<file path="src/design/swd_map.svh">
// register map, field positions, reset values and timing constants of the watchdog
`ifndef SWD_MAP_SVH
`define SWD_MAP_SVH
`define SWD_OFS_CTRL 8'h00
`define SWD_OFS_SVC 8'h04
`define SWD_OFS_STAT 8'h08
`define SWD_OFS_CNT 8'h0C
`define SWD_CTRL_EN 0
`define SWD_CTRL_SEL 1
`define SWD_CTRL_SLP 2
`define SWD_CTRL_WAIT 3
`define SWD_CTRL_LOCK 4
`define SWD_TMO_LSB 8
`define SWD_TMO_W 8
`define SWD_STAT_ACT 0
`define SWD_STAT_TMO 1
`define SWD_STAT_WDONE 2
`define SWD_SVC_KEY1 32'h0000_5555
`define SWD_SVC_KEY2 32'h0000_AAAA
`define SWD_TMO_RST 8'h01
`define SWD_TICK_US 1
`define SWD_CLK_MHZ 200
`endif

</file>
<file path="src/design/swd_pkg.sv">
// types shared by the watchdog files
package swd_pkg;
  typedef struct packed {
    logic en;
    logic sel;
    logic slp;
    logic wait_susp;
    logic [7:0] tmo;
  } swd_cfg_s;
  typedef enum logic [1:0] {
    SWD_IDLE,
    SWD_KEY,
    SWD_ARMED
  } swd_svc_e;
endpackage : swd_pkg

</file>
<file path="src/design/swd_top.sv">
// watchdog timer with AHB-Lite register slave
// ==========================================================
//
// The AHB-Lite slave port and the placing of the registers were chosen for this implementation.
`timescale 1ns/1ps
`include "swd_map.svh"
module swd_top
  import swd_pkg::*;
#(
  parameter int TICK_DIV = `SWD_TICK_US * `SWD_CLK_MHZ
)
(
  input wire logic hclk,
  input wire logic hresetn,
  input wire logic hsel,
  input wire logic [31:0] haddr,
  input wire logic [1:0] htrans,
  input wire logic hwrite,
  input wire logic [2:0] hsize,
  input wire logic [31:0] hwdata,
  input wire logic hready,
  output logic [31:0] hrdata,
  output logic hreadyout,
  output logic hresp,
  input wire logic sleep_req,
  input wire logic wait_req,
  output logic tmo_out_n,
  output logic sys_rst_req_n
);
  // ==========================================================
  // parameter check
  if (TICK_DIV < 2)
  begin : g_tick_check
    $error("swd_top: TICK_DIV must be at least 2");
  end
  // ==========================================================
  // pin synchronisers for the power-mode indicators
  logic [1:0] slp_sync;
  logic [1:0] wt_sync;
  always_ff @(posedge hclk or negedge hresetn)
  begin
    if (!hresetn)
    begin
      slp_sync <= 2'b00;
      wt_sync <= 2'b00;
    end
    else
    begin
      slp_sync <= {slp_sync[0], sleep_req};
      wt_sync <= {wt_sync[0], wait_req};
    end
  end
  // ==========================================================
  // ahb address phase capture
  logic dp_wr;
  logic dp_rd;
  logic [7:0] dp_addr;
  wire ap_valid = hsel & hready & htrans[1];
  always_ff @(posedge hclk or negedge hresetn)
  begin
    if (!hresetn)
    begin
      dp_wr <= 1'b0;
      dp_rd <= 1'b0;
      dp_addr <= 8'h00;
    end
    else if (hready)
    begin
      dp_wr <= ap_valid & hwrite;
      dp_rd <= ap_valid & ~hwrite;
      dp_addr <= haddr[7:0];
    end
  end
  wire wr_ctrl = dp_wr & (dp_addr == `SWD_OFS_CTRL);
  wire wr_svc = dp_wr & (dp_addr == `SWD_OFS_SVC);
  // ==========================================================
  // configuration; sel and timeout take one write only
  swd_cfg_s cfg;
  logic wdone;
  logic tmo_hit;
  wire [`SWD_TMO_W-1:0] wr_tmo = hwdata[`SWD_TMO_LSB +: `SWD_TMO_W];
  always_ff @(posedge hclk or negedge hresetn)
  begin
    if (!hresetn)
    begin
      cfg <= '{en: 1'b0, sel: 1'b0, slp: 1'b0, wait_susp: 1'b0, tmo: `SWD_TMO_RST};
      wdone <= 1'b0;
    end
    else if (wr_ctrl)
    begin
      // writing 0 to en cannot clear it
      cfg.en <= cfg.en | hwdata[`SWD_CTRL_EN];
      cfg.slp <= hwdata[`SWD_CTRL_SLP];
      cfg.wait_susp <= hwdata[`SWD_CTRL_WAIT];
      if (!wdone)
      begin
        cfg.sel <= hwdata[`SWD_CTRL_SEL];
        cfg.tmo <= wr_tmo;
        wdone <= 1'b1;
      end
    end
  end
  // ==========================================================
  // service sequence: key1 then key2 is one valid service
  swd_svc_e svc_st;
  logic svc_ok;
  always_ff @(posedge hclk or negedge hresetn)
  begin
    if (!hresetn)
    begin
      svc_st <= SWD_IDLE;
      svc_ok <= 1'b0;
    end
    else
    begin
      svc_ok <= 1'b0;
      if (wr_svc)
      begin
        case (svc_st)
          SWD_IDLE: svc_st <= (hwdata == `SWD_SVC_KEY1) ? SWD_KEY : SWD_IDLE;
          SWD_KEY:
          begin
            svc_ok <= (hwdata == `SWD_SVC_KEY2);
            svc_st <= (hwdata == `SWD_SVC_KEY1) ? SWD_KEY : SWD_IDLE;
          end
          default: svc_st <= SWD_IDLE;
        endcase
      end
    end
  end
  // ==========================================================
  // countdown; suspended in either low-power state when enabled
  wire susp = (cfg.slp & slp_sync[1]) | (cfg.wait_susp & wt_sync[1]);
  wire run = cfg.en & ~susp & ~tmo_hit;
  logic tick;
  swd_tick #(
    .DIV(TICK_DIV)
  ) u_tick (
    .hclk(hclk),
    .hresetn(hresetn),
    .run(run),
    .tick(tick)
  );
  logic [`SWD_TMO_W-1:0] cnt;
  always_ff @(posedge hclk or negedge hresetn)
  begin
    if (!hresetn)
    begin
      cnt <= `SWD_TMO_RST;
      tmo_hit <= 1'b0;
    end
    else if (!cfg.en)
      // en and tmo may land in one write, so take the new timeout at once
      cnt <= (wr_ctrl && !wdone) ? wr_tmo : cfg.tmo;
    else if (svc_ok && !tmo_hit)
      cnt <= cfg.tmo;
    else if (tick)
    begin
      if (cnt == '0)
        tmo_hit <= 1'b1;
      else
        cnt <= cnt - 1'b1;
    end
  end
  // ==========================================================
  // outputs, sticky until reset
  always_ff @(posedge hclk or negedge hresetn)
  begin
    if (!hresetn)
    begin
      tmo_out_n <= 1'b1;
      sys_rst_req_n <= 1'b1;
    end
    else
    begin
      tmo_out_n <= ~(tmo_hit & ~cfg.sel);
      sys_rst_req_n <= ~(tmo_hit & cfg.sel);
    end
  end
  // ==========================================================
  // read data: one wait state per read, always okay
  logic [31:0] rd_ctrl;
  logic [31:0] rd_stat;
  always_comb
  begin
    rd_ctrl = 32'h0000_0000;
    rd_ctrl[`SWD_CTRL_EN] = cfg.en;
    rd_ctrl[`SWD_CTRL_SEL] = cfg.sel;
    rd_ctrl[`SWD_CTRL_SLP] = cfg.slp;
    rd_ctrl[`SWD_CTRL_WAIT] = cfg.wait_susp;
    rd_ctrl[`SWD_CTRL_LOCK] = wdone;
    rd_ctrl[`SWD_TMO_LSB +: `SWD_TMO_W] = cfg.tmo;
    rd_stat = 32'h0000_0000;
    rd_stat[`SWD_STAT_ACT] = cfg.en;
    rd_stat[`SWD_STAT_TMO] = tmo_hit;
    rd_stat[`SWD_STAT_WDONE] = wdone;
  end
  wire [31:0] rd_cnt = {24'h00_0000, cnt};
  // the wait state lets hrdata come from a flop and still show a write just before
  wire rd_load = dp_rd & ~hreadyout;
  wire [31:0] rd_mux = (dp_addr == `SWD_OFS_CTRL) ? rd_ctrl :
                       (dp_addr == `SWD_OFS_STAT) ? rd_stat :
                       (dp_addr == `SWD_OFS_CNT) ? rd_cnt : 32'h0000_0000;
  always_ff @(posedge hclk or negedge hresetn)
  begin
    if (!hresetn)
    begin
      hrdata <= 32'h0000_0000;
      hreadyout <= 1'b1;
      hresp <= 1'b0;
    end
    else
    begin
      hreadyout <= ~(ap_valid & ~hwrite);
      if (rd_load)
        hrdata <= rd_mux;
      hresp <= 1'b0;
    end
  end
endmodule : swd_top

</file>
<file path="src/design/swd_tick.sv">
// tick divider: one-cycle enable pulse at the counting rate
`timescale 1ns/1ps
module swd_tick
  import swd_pkg::*;
#(
  parameter int DIV = 200
)
(
  input wire logic hclk,
  input wire logic hresetn,
  input wire logic run,
  output logic tick
);
  localparam int W = $clog2(DIV);
  logic [W-1:0] cnt;
  wire last = (cnt == W'(DIV - 1));
  // a divider of one would leave a zero-width counter
  if (DIV < 2)
  begin : g_div_check
    $error("swd_tick: DIV must be at least 2");
  end
  always_ff @(posedge hclk or negedge hresetn)
  begin
    if (!hresetn)
    begin
      cnt <= '0;
      tick <= 1'b0;
    end
    else
    begin
      tick <= run & last;
      if (!run || last)
        cnt <= '0;
      else
        cnt <= cnt + 1'b1;
    end
  end
endmodule : swd_tick

</file>
<file path="config.mk">
export PLATFORM = sky130hd
export DESIGN_NAME = swd_top
export DESIGN_NICKNAME = d
export VERILOG_FILES = /design/src/design/swd_pkg.sv /design/src/design/swd_top.sv /design/src/design/swd_tick.sv
export VERILOG_INCLUDE_DIRS = /design/src /design/src/design
export SDC_FILE = /design/constraint.sdc
export NUM_CORES = 1
export LEC_CHECK = 0
export ABC_CLOCK_PERIOD_IN_PS = 5000
export BUFFER_PORTS_ARGS = -buffer_cell sky130_fd_sc_hd__buf_4
export CAP_MARGIN = 20
export CELL_PAD_IN_SITES_DETAIL_PLACEMENT = 1
export CELL_PAD_IN_SITES_GLOBAL_PLACEMENT = 1
export CORE_MARGIN = 2
export CORE_UTILIZATION = 42
export CTS_BUF_LIST = sky130_fd_sc_hd__clkbuf_8
export CTS_CLUSTER_SIZE = 20
export DETAILED_ROUTE_END_ITERATION = 10
export HOLD_SLACK_MARGIN = 0.12
export PLACE_DENSITY = 0.86
export SLEW_MARGIN = 5
export SYNTH_ARGS = -nofsm -noshare
export SYNTH_HDL_FRONTEND = slang
export SYNTH_HIERARCHICAL = 1
export SYNTH_SLANG_ARGS = --single-unit
export TNS_END_PERCENT = 100
</file>
<file path="constraint.sdc">
create_clock -name hclk -period 5 [get_ports hclk]
set_input_delay 0.75 -clock hclk [delete_from_list [all_inputs] [get_ports hclk]]
set_output_delay 0.75 -clock hclk [all_outputs]
set_load 0.05 [all_outputs]
</file>
==> results, run 1 <==
- The number of buffers added to fix hold violations after cts is 0.
- The number of synthesized flops with an enable pin is 0.
- The final-layout fill cell count is roughly 900.
- Counting cells, the worst reg-to-reg path comes to 4.
- The fraction of synthesis flops using an asynchronous set or reset pin is 100.0%.
- The starting density of the core is approximately 43%.
- Entering global routing, the biggest net connects 67 pins.
- For this run, the number of Yosys warnings is 6.
- By area the synthesized netlist is led by dfrtp_1 (47%), nand2_1 (4.6%), dfstp_2 (4.0%).
- Setup slack on the worst reg-to-reg path comes out at 2.46 ns.
- The end of the worst register-to-register path is u_tick/cnt[0].
- The final net count is between 400 and 500.
- The number of nets with antenna violations after routing is 0.
- For the worst-skew pair, the clock arrives at the later sink with an insertion delay of around 0.36 ns.
- Counting along the longest clock path gives a buffer depth of 2.
- In this run the standard cell core region covers 7647 um2.
- Post-CTS timing repair inserted 0 buffers for setup.
- On the worst path, the slowest cell contributes a delay of ~0.75 ns.
- Summing every instance area after synthesis gives 3269 um2.
- The detailed-route vias per instance is 5.421.
- The share of synthesized area in the top cell type comes to ~47%.
- The number of max-cap violations is 0.
- The number of clock buffers added by TritonCTS is 9.
- Based on the critical path, the design can be clocked at up to 0.3931 GHz.
- Across the VDD grid, the largest voltage drop is 189.4 uV.
- The clock root buffer is clkbuf_8.
- The run finished with clean final reports.
- OpenSTA, run right after detailed placement, puts the worst setup slack at 2.489 ns.
- Setup violations remaining at the end of the flow were counted as 0.
- The detailed-route wire length is 8.449 mm.
- The worst min-delay path class is reg -> reg.
- The worst setup path is launched from a register.
- The number of violations reported at the end of detailed-routing iteration 0 is 220.
- The final worst clock skew is ~0.011 ns.
- The arrival time of data at the critical path endpoint is 2.81 ns.
- In this run the static leakage power is 1.839 nW.
- In this run the most critical hold path is launched from wt_sync[0].
- The final antenna diode count is 0.
- The setup TNS is 0 ns.
- The initial antenna violation count was 0.
- Global routing used 21.91% of the available tracks.
- The pre-antenna-repair detailed-routing pass consisted of 4 iterations.
- The library cell contributing the largest single delay on the critical path is dfrtp_1.
- The path with the worst hold slack has its endpoint at wt_sync[1].
- The startpoint of the most critical register-to-register path is cfg[11].
- Counting distinct cell types in the post-synthesis netlist gives 61.
- The synthesized instance count is between 300 and 400.
- The vertical die dimension is 92.23 um.
- The total vias in the final route is 2624.
- The wire length of the first global-routing pass is 14.37 mm.
- The share of final-layout standard cells stronger than drive strength 1 is 28.53%.
- TritonCTS built the clock tree.
- After layout, the worst path uses approximately 51% of the clock period.
- The floorplan step set the die width to 92.23 um.
- The global route total overflow is 0.
- Clock tree synthesis found a total of 66 sinks.
- After clock tree synthesis, the repair step resized 0 gates.
- The number of max-slew violations in the final report is 0.
- The final-report hold violation count is 0.
- The largest fanout on the critical path is 19.
- For this run, the leading register cell type out of synthesis is dfrtp_1.
- Compared with the post-synthesis result, the final layout area differs by 22.54%.
- The post-layout minimum cycle time is 2.544 ns.
- Headroom to the max-slew limit came out at 45.96%.
- During placement, the flow inserted port buffers numbering 66.
- The worst path required time is 5.27 ns.
- The die area is 8506 um2.
- Setup slack closes at 2.456 ns.
- The power per unit of standard cell area is 313.0 nW/um2.
- Sequential cells were found to cover 50.71% of the synthesized design area.
- Walking the worst path, the cells encountered are clkinv_1, nor3_1, inv_1, nor3b_1.
- The final routed DRC violation total is 0.
- The number of global-route vias before repair is about 2.9k.
- The worst setup path is captured at a register.
- 112 I/O pins were placed.
- Setup repair after global routing left no endpoint under its margin.
- The average wire per cell in the routed design is 17.46 um.
- Counting instances, the worst hold path has a depth of 0.
- In this run the number of H-tree levels came out at 3.
- The average instance in the mapped netlist occupies about 10 um2.
- The post-detailed-placement half-perimeter wirelength is ~6.1 mm.
- The clock-pin slew on the worst setup and hold paths is 0.08 ns.
- The library cell with the largest summed area after synthesis is dfrtp_1.
- The worst-margin pin slew is 0.8106 ns.
- The type of the worst setup path is reg -> reg.
- The congestion estimate from routability-driven global placement came to 0.7894.
- The post-synthesis register bit count is 66.
- The initialized floorplan defines 32 standard-cell rows.
## logic make-up after synthesis
group,count (synthesis),share of synthesized area [%]
AO/OA/AOI/OAI,56,13.01
AND/OR/NAND/NOR,123,21.24
flip-flops,66,50.71
multiplexers,14,4.707
XOR/XNOR,9,2.411
buffers and inverters,40,6.659
adder cells (fa/ha/maj),3,1.148
other,1,0.1147
## sequential cells by signal, indices dropped and copies added, names as in the netlist, 2 cells and up
signal / cells
cfg: 12
cnt: 8
dp_addr: 8
hrdata: 16
slp_sync: 2
u_tick/cnt: 8
wt_sync: 2
## power by group
group	internal (mW)	total, mW	switching [mW]
clock network	0.295	0.516	0.221
logic	0.0550	0.148	0.0926
registers	0.561	0.590	0.0292
total	0.911	1.25	0.343
## per-layer routing
metal	track usage (%)	part of all wire (%)	up-vias
li1	-	-	1224
met1	27.34	42	1318
met2	36.70	52	69
met3	5.505	4.6	13
met4	8.333	1.7	0
met5	0	0	-
## cell type report
class                   count  area [um2]  area share, %
inverters                  12       45.04          1.124
flip-flops and latches     66        1658          41.38
clock buffers              10       137.6          3.435
repair buffers             66       495.5          12.37
clock inverters             6       88.84          2.217
well taps                 102       127.6          3.186
multi-input cells         222        1454          36.29
## metrics by stage
step	util (%)	hold WS (ns)	cell area [um2]	instances	power (mW)
floorplan	-	0.3312	3329	328	0.6894
global placement	49.43	0.3335	3780	468	0.7405
detailed placement	49.43	0.3364	3780	468	0.7484
CTS	52.39	0.3555	4006	484	1.264
global route	52.39	0.3745	4006	484	1.304
finish	52.39	0.3532	4006	484	1.254
## worst max-delay path by stage
stage,startpoint,end,depth (start not counted)
2_1_floorplan,cnt[6],cnt[7],5
3_3_place_gp,cfg[11],u_tick/cnt[0],4
3_5_place_dp,cfg[11],u_tick/cnt[0],4
4_1_cts,cfg[11],u_tick/cnt[0],4
5_1_grt,cfg[11],u_tick/cnt[0],4
6_report,cfg[11],u_tick/cnt[0],4
## synth_stat cells (2+ instances only)
library cell,n
a21o_1,2
a21oi_1,2
a221oi_1,2
a22o_1,9
a31oi_1,6
a41oi_1,2
and3_1,2
buf_2,3
buf_4,17
clkbuf_1,8
dfrtp_1,61
dfstp_2,5
ha_1,3
inv_1,11
mux2_2,11
mux2i_1,3
nand2_1,40
nand2b_1,6
nand3_1,13
nand4_1,5
nand4b_1,2
nor2_1,17
nor2b_1,3
nor3_1,6
nor3b_1,3
nor4_1,5
nor4_2,3
nor4bb_1,4
o211ai_1,4
o21a_1,2
o21ai_0,13
o22a_1,2
o22ai_1,2
xnor2_1,6
xor2_1,3
## critical path, delay by kind of cell (launching register included)
family,cells,cell delay [ns]
simple gates,2,0.96
buf+inv,2,0.73
flops,1,0.75
## layout by cell type (no fill, tap or decap), types with 6 or more instances in the layout
cell type	synthesis	layout
buf_4	17	66
dfrtp_1	61	61
nand2_1	40	40
nor2_1	17	17
conb_1	1	17
o21ai_0	13	13
nand3_1	13	13
inv_1	11	11
mux2_2	11	11
clkbuf_8	0	10
a22o_1	9	9
nor3_1	6	6
nand2b_1	6	6
xnor2_1	6	6
a31oi_1	6	6
No activity file was read; power rests on OpenSTA's default activity.
==> run 2: changes to the inputs <==
ABC_AREA = 1   (was not set)
ABC_CLOCK_PERIOD_IN_PS = 2100   (was 5000)
CORE_UTILIZATION = 34   (was 42)
PLACE_DENSITY = 0.77   (was 0.86)
clock period = 2.1 ns   (was 5 ns; I/O delays follow)
==> run 2 against run 1 <==
Effect of this change: final area rose by 5.2%; non-clock buffer count rose by 4; synthesized cell count rose by 33%; synthesized area rose by 5.2%; combinational power rose to 2.5 times the previous value; setup slack got worse by 2.0 ns; critical path depth rose by 5; via count rose by 15%; critical path type unchanged; largest cell class unchanged.
==> results, run 2 <==
- The clock root buffer is clkbuf_8.
- TritonCTS built the clock tree.
- For this configuration, the core starts out at a cell density of approximately a third.
- Row generation in the floorplan step produced 36 rows.
- The largest registers in the layout are hrdata: 16 flops, cfg: 12 flops.
- The dominant combinational cell family by area after synthesis is simple AND/OR/NAND/NOR gates.
- The synthesized area divided by synthesized cell count is between 8 and 9 um2.
- For this design the ratio of total power to cell area is 662.4 nW/um2.
- The fraction of the cycle the final worst path needs is about four fifths.
- Once detail routing completed, the nets flagged for antenna violations numbered 0.
- The area share of the leading cell type in the synthesized netlist is between 40 and 50%.
- The arrival time of data at the critical path endpoint is about 1.9 ns.
- After synthesis, the cell types taking the most area are dfrtp_1 (44%), nand2_1 (9.3%), inv_1 (4.8%).
- Setup violations remaining at the end of the flow were counted as 0.
- The multiplexer share of the synthesized area is around 1.6%.
- The clock passes through at most 2 buffers.
- Clock-pin slew was measured on the worst setup and hold paths at 0.08 ns.
- The register with the most flip-flops in the layout has 16 of them.
- TritonCTS created 9 clock buffers.
- The distinct cell type count after synthesis is 35.
- In the final routed layout, each cell accounts on average for 14.96 um.
- The largest register by flop count is hrdata.
- The headroom to the max-slew limit is approximately 44%.
- Based on the critical path, the design can be clocked at up to 0.6097 GHz.
- In this design, the stage delay of the slowest critical-path cell is 0.55 ns.
- The pin count of the biggest net entering global routing is 67.
- The number of synthesized flops with an enable pin is 0.
- During I/O placement, the number of pins put on the boundary was between 100 and 150.
- The wire length of the first global-routing pass is between 15 and 20 mm.
- The worst path required time is between 2 and 2.5 ns.
- The total routing resource utilization after global routing is 18.50%.
- In this run, the number of DRC markers left after iteration 0 of detailed routing was roughly 110.
- The final-report hold violation count is 0.
- The endpoint identified for the worst register-to-register timing path is cnt[1].
- The portion of the post-synthesis area used by sequential elements is roughly half.
- In this run the most critical hold path is launched from haddr[0].
- Leaving out fill and tap cells, the most frequent cell in the layout is nand2_1.
- The arithmetic-cell share of the synthesized area counting full adders, half adders and majority gates is between 1 and 1.5%.
- The post-synthesis register bit count is 66.
- The run finished with clean final reports.
- The net count of the finished layout is 566.
- The cell with the most instances after synthesis is nand2_1.
- The largest fanout on the critical path is 9.
- The number of resized instances in the post-cts repair step is 0.
- The total vias in the final route is 3013.
- The number of max-cap violations is 0.
- The synthesized design spends more area on one cell type than any other, namely dfrtp_1.
- The slowest stage of the critical path belongs to the cell dfstp_2.
- Summed over all layers, the global routing overflow is 0.
- The number of iterations in the first detailed-routing pass is 4.
- Measured along the y axis, the die boundary spans approximately 100 um.
- In this run the horizontal extent of the chip is 104.6 um.
- The final worst clock skew is between 0.01 and 0.015 ns.
- After routing the design area is 4217 um2.
- For this run, the leading register cell type out of synthesis is dfrtp_1.
- The type of destination of the critical path is a register.
- Walking the worst path, the cells encountered are inv_1, ha_1, nand3_1, nor2_1, nand2_1, nand2_4, inv_2, nor2_1, a21oi_1.
- Counting stages on the worst path, the most repeated cell is nor2_1.
- At the later pin of the worst-skew pair, clock insertion delay measures 0.36 ns.
- The type of the worst setup path is reg -> reg.
- The final layout contains routed wiring with a total length of 9.348 mm.
- The worst slack after detailed placement is between 0.4 and 0.5 ns.
- For this design the static power due to leakage is ~2.1 nW.
- The layout has 1237 filler cells.
- Using the TritonRoute via totals, the vias-per-cell ratio works out to 4.821.
- The placed cell area is 4001 um2.
- The repair_antennas step left the layout with diodes totalling 0.
- The number of cells traversed by the worst register-to-register path is 9.
- The worst hold path stage count is 3.
- The post-synthesis compound-gate area fraction is 8.545%.
- The die area is 10940 um2.
- The post-CTS setup-driven buffer insertion count is 0.
- The path with the worst hold slack has its endpoint at dp_addr[0].
- The xor and xnor area share after synthesis is 0.2545%.
- The number of max-slew violations in the final report is 0.
- Setup repair after global routing left no endpoint under its margin.
- For this run, design rule violations remaining after detail routing come to 0.
- Across all register-to-register paths, the minimum setup slack is 0.46 ns.
- After Yosys synthesis, and, or, nand and nor cells account for ~30% of the synthesized area.
- On the critical path the largest part of the delay comes from flip-flops.
- The worst IR drop on VDD is around 330 uV.
- STA classifies the critical path startpoint as a register.
- The worst path meets setup with 0.4597 ns of slack.
- The worst-margin pin slew is 0.8435 ns.
- The number of global-route vias before repair is 3279.
- Counting I/O delays and the setup requirement, the final critical path takes 1.640 ns.
- The number of sinks on the clock net is 66.
- Synthesis produced 414 cells.
- The quantity of I/O buffers inserted on ports is 66.
- The critical path contains buffers and inverters numbering 2 combined.
- In the layout the commonest cells are nand2_1 (85), buf_4 (67), dfrtp_1 (61).
- The initial antenna violation count is 0.
- The setup TNS is 0 ns.
- In the final layout, the share of cells above drive strength 1 is a little under a quarter.
- The post-detailed-placement half-perimeter wirelength is roughly 7 mm.
- For this run, asynchronously set or reset flops after synthesis account for 100.0%.
- The final estimated routing congestion in global placement is ~0.84.
- The core box area is approximately 9800 um2.
- The area growth from synthesis to layout is 22.55%.
- The overall power of the completed layout is around 2.8 mW.
- The H-tree was split into 3 levels.
- The startpoint of the most critical register-to-register path is cnt[0].
- Summing every instance area after synthesis gives 3441 um2.
- The final cell utilization of the core is around 43%.
- By count the netlist is led by nand2_1 (85), dfrtp_1 (61), inv_1 (44).
- During synthesis, Yosys emitted a total of 6 warnings.
- The worst min-delay path class is in -> reg.
[run 2: per-stage QoR]
stage / hold WS [ns] / std cells
5_1_grt: 0.1747 / 625
3_3_place_gp: 0.3336 / 606
2_1_floorplan: 0.01941 / 430
4_1_cts: 0.1651 / 625
3_5_place_dp: 0.3404 / 606
6_report: 0.1788 / 625
[run 2: routing by layer]
| metal | track usage (%) | vias up | wire, um |
|---|---|---|---|
| li1 | - | 1464 | - |
| met1 | 22.06 | 1451 | 4073 |
| met2 | 33.29 | 84 | 4761 |
| met3 | 2.994 | 14 | 360 |
| met4 | 7.143 | 0 | 152 |
| met5 | 0 | - | 0 |
[run 2: kinds of logic (layout without fill, tap and decap cells)]
| family | Yosys count | in the layout |
|---|---|---|
| other cells | 1 | 17 |
| flops | 66 | 66 |
| simple gates | 212 | 212 |
| mux | 5 | 5 |
| compound gates | 52 | 52 |
| buf+inv | 74 | 136 |
| xor+xnor | 1 | 1 |
| fa+ha+maj | 3 | 3 |
[run 2: worst max path at each step]
stage / cells after the start / startpoint / to / slack [ns]
after floorplan: 5 / hreadyout / hrdata[8] / 0.69
after detailed placement: 9 / cnt[0] / cnt[2] / 0.48
final: 9 / cnt[0] / cnt[1] / 0.46
after global placement: 9 / cnt[0] / cnt[0] / 0.51
after global routing: 9 / cnt[0] / cnt[5] / 0.31
after CTS: 9 / cnt[0] / cnt[2] / 0.46
[run 2: cell type report]
cell class	count	area (um2)	area share, %
timing repair buffer	70	533.0	12.64
clock inverter	7	61.31	1.454
sequential	66	1658	39.32
inverter	50	190.2	4.510
clock buffer	9	123.9	2.938
tap	133	166.4	3.947
multi-input combinational	290	1484	35.19
[run 2: power breakdown]
part | leakage, nW | switching, mW | internal [mW]
Combinational | 1.17 | 0.250 | 0.125
Sequential | 0.816 | 0.0433 | 1.33
Clock | 0.100 | 0.507 | 0.535
[run 2: what timing repair did]
item,4_1_cts,5_1_grt
setup endpoints to repair,0,0
hold buffers,3,0
endpoints found under the hold margin,56,0
[run 2: worst min-delay path, delay by kind of cell]
kind                   cells  cell delay, ns
buffers and inverters      1            0.08
AOI/OAI and AO/OA          1            0.06
and+or+nand+nor            1            0.04
==> run 3: changes to the inputs <==
ABC_CLOCK_PERIOD_IN_PS = 1500   (was 2100)
clock period = 1.5 ns   (was 2.1 ns; I/O delays follow)
==> run 3 against run 2 <==
Effect of this change: the flow now finishes with violations (negative setup slack); clock power up 25%; register-to-register slack lost 0.51 ns; cell count rose by 7.2%.
==> results, run 3 (same netlist as run 2, synthesis figures left out) <==
- The run finished, with violations left.
- The final reports fail on negative setup slack.
- The top cell family by delay on the critical path is simple AND/OR/NAND/NOR gates.
- The fraction of the cycle the final worst path needs is 103.1%.
- The worst pin sits at a relative slew slack of 62.49%.
- After detailed routing, the average wire length per cell comes to 15.03 um.
- Across the routed clock network, the largest skew measured is 0.01167 ns.
- Setup repair after global routing could not meet its margin everywhere.
- Summed over all nets, the half-perimeter wirelength after detailed placement is around 6.9 mm.
- The number of H-tree levels is 3.
- The critical path is of the reg -> reg type.
- The final design instance area without fill is 4727 um2.
- In the layout the commonest cells are buf_4 (94), nand2_1 (78), dfrtp_1 (61).
- The pin count of the biggest net entering global routing is 67.
- The number of violations reported at the end of detailed-routing iteration 0 is 122.
- 112 I/O pins were placed.
- The critical path launch point type is a register.
- The detailed-route wire length is 10.07 mm.
- The number of sinks on the clock net is 66.
- The number of max-slew violations in the final report is 0.
- The quantity of I/O buffers inserted on ports is 66.
- For the worst setup path, the data arrival time is 1.79 ns.
- The TritonCTS clock tree is done.
- The largest registers in the layout are hrdata: 16 flops, cfg: 12 flops.
- The final-report hold violation count is 0.
- In this run the worst path has a maximum fanout of 6.
- In the detailed route, the total length drawn on met3 is 518 um.
- On the final layout, the worst hold slack is 0.1363 ns.
- The longest clock path from root to sink contains 2 buffers.
- The worst slack after detailed placement is -0.03081 ns.
- The min-delay analysis places its worst path in the category in -> reg.
- In the routed design, unresolved DRC markers number 0.
- Counting I/O delays and the setup requirement, the final critical path takes around 1.5 ns.
- Before antenna repair, the detailed router went through 4 iterations.
- For the worst setup path, the data required time is between 1.5 and 2 ns.
- Counting cells, the worst reg-to-reg path comes to 7.
- The worst-case setup margin in the final layout is -0.04609 ns.
- The starting density of the core is between 30% and 40%.
- Setup violations remaining at the end of the flow were counted as 4.
- In the routed layout, each cell is associated on average with a via count of between 4 and 5.
- Across the VDD grid, the largest voltage drop is 354.6 uV.
- The most frequent standard cell in the layout excluding fill and tap cells is buf_4.
- The vertical die dimension is 104.6 um.
- The die area is 10940 um2.
- The worst setup path is captured at a register.
- After filler insertion, the fill cell instance count of the layout stands at 1236.
- The detailed router placed 3246 vias in this run.
- For the pin with the worst max-slew slack, the measured transition is 0.5627 ns.
- The critical path goes through nor2_2, nand2_4, buf_12, nor2_4, nand4_1, nand3_2, a21oi_1.
- The power per unit of standard cell area is around 800 nW/um2.
- The number of buffers and inverters on the critical path is 1.
- The number of rows created at floorplan is 36.
- The routed length on met2 is 5.057 mm.
- The highest attainable clock frequency is 0.6468 GHz.
- The final estimated routing congestion in global placement is 0.8144.
- The top routing layer in use is met4.
- In this run the clock root is driven by a clkbuf_8.
- On the worst path, the slowest cell contributes a delay of 0.40 ns.
- The reported leakage power is 2.291 nW.
- The largest register by flop count is hrdata.
- The number of global-route vias before repair is 3266.
- Once placement finished, the instance area stood at 4156 um2.
- After the last flow step, the layout net total stands at 611.
- Summed over all layers, the global routing overflow is 0.
- The worst hold path stage count is 3.
- The overall power of the completed layout is ~3.8 mW.
- In the final timing run, aggregate negative setup slack is -0.1601 ns.
- The clock latency reported for the late side of the worst-skew pair is between 0.3 and 0.4 ns.
- Global routing used 18.36% of the available tracks.
- The CTS buffer count is 9.
- The number of max-cap violations is 0.
- The critical path crosses 7 cells after its start point.
- The library cell contributing the largest single delay on the critical path is dfrtp_1.
- The met1 routed wirelength after detailed routing is ~4.2 mm.
- The growth of design area from synthesis to finish is 37.38%.
- The register with the most flip-flops in the layout has 16 of them.
- The core box area is a little under 10000 um2.
- After clock tree synthesis, the clock-pin slew on the worst setup and hold paths is 0.08 ns.
- The number of nets with antenna violations after routing is 0.
- The die width is 104.6 um.
- The initial antenna violation count came to 0.
- 0 antenna diodes ended up in the layout.
- The post-route netlist has 32.96% of its cells at a drive strength greater than 1.
- The first global-routing pass estimated 15.90 mm of wire.
[run 3: changes by cell type in the layout (fill, tap and decap cells not counted), moves of 4 or more]
cell,before,now
o31ai_1,11,6
o31ai_2,0,5
buf_4,67,94
dlygate4sd3_1,3,14
nand3_1,31,27
nor2_1,39,34
nand2_2,5,11
nand3_2,0,4
nand2_1,85,78
nor2_2,7,11
[run 3: metrics by stage]
stage	cells	utilization [%]
finish	670	48.14
global route	670	48.14
CTS	662	46.10
detailed placement	625	42.33
global placement	625	42.33
floorplan	430	-
[run 3: timing repair]
item / 4_1_cts / 5_1_grt
setup buffers: 4 / 9
hold buffers: 14 / 0
pin swaps: 8 / 28
gates resized for setup: 5 / 33
hold endpoints to repair: 73 / 0
endpoints found under the setup margin: 8 / 20
cloned: 3 / 0
[run 3: area by class of cell]
cell class / count / area, um2 / area share (%)
multi-input cells: 293 / 1637 / 34.62
flip-flops and latches: 66 / 1658 / 35.07
repair buffers: 112 / 908.4 / 19.22
clock buffers: 9 / 123.9 / 2.620
clock inverters: 7 / 38.79 / 0.8205
well taps: 133 / 166.4 / 3.520
inverters: 50 / 195.2 / 4.129
[run 3: worst min-delay path: stages]
cell	delay (ns)
buf_4	0.08
nand4_1	0.08
o21ai_0	0.08
[run 3: routing by layer]
metal  track usage, %  vias up
li1                 -     1565
met5                0        -
met3            5.303       22
met4            7.048        0
met2            31.05       94
met1            22.10     1565
[run 3: power by group]
group | switching (mW) | total, mW | internal (mW) | leakage [nW]
Combinational | 0.387 | 0.611 | 0.223 | 1.38
Sequential | 0.0588 | 1.92 | 1.87 | 0.816
Clock | 0.716 | 1.30 | 0.581 | 0.0914
[run 3: path summary, 6_finish.rpt]
| kind | start | slack [ns] | to |
|---|---|---|---|
| min | htrans[1] | 0.14 | dp_wr |
| max reg2reg | dp_addr[4] | -0.05 | cnt[1] |
| min reg2reg | slp_sync[0] | 0.35 | slp_sync[1] |
| max | dp_addr[4] | -0.05 | cnt[1] |
| min in group asynchronous | hresetn | 0.40 | hrdata[6] |
| max in group asynchronous | hresetn | 0.74 | cfg[0] |
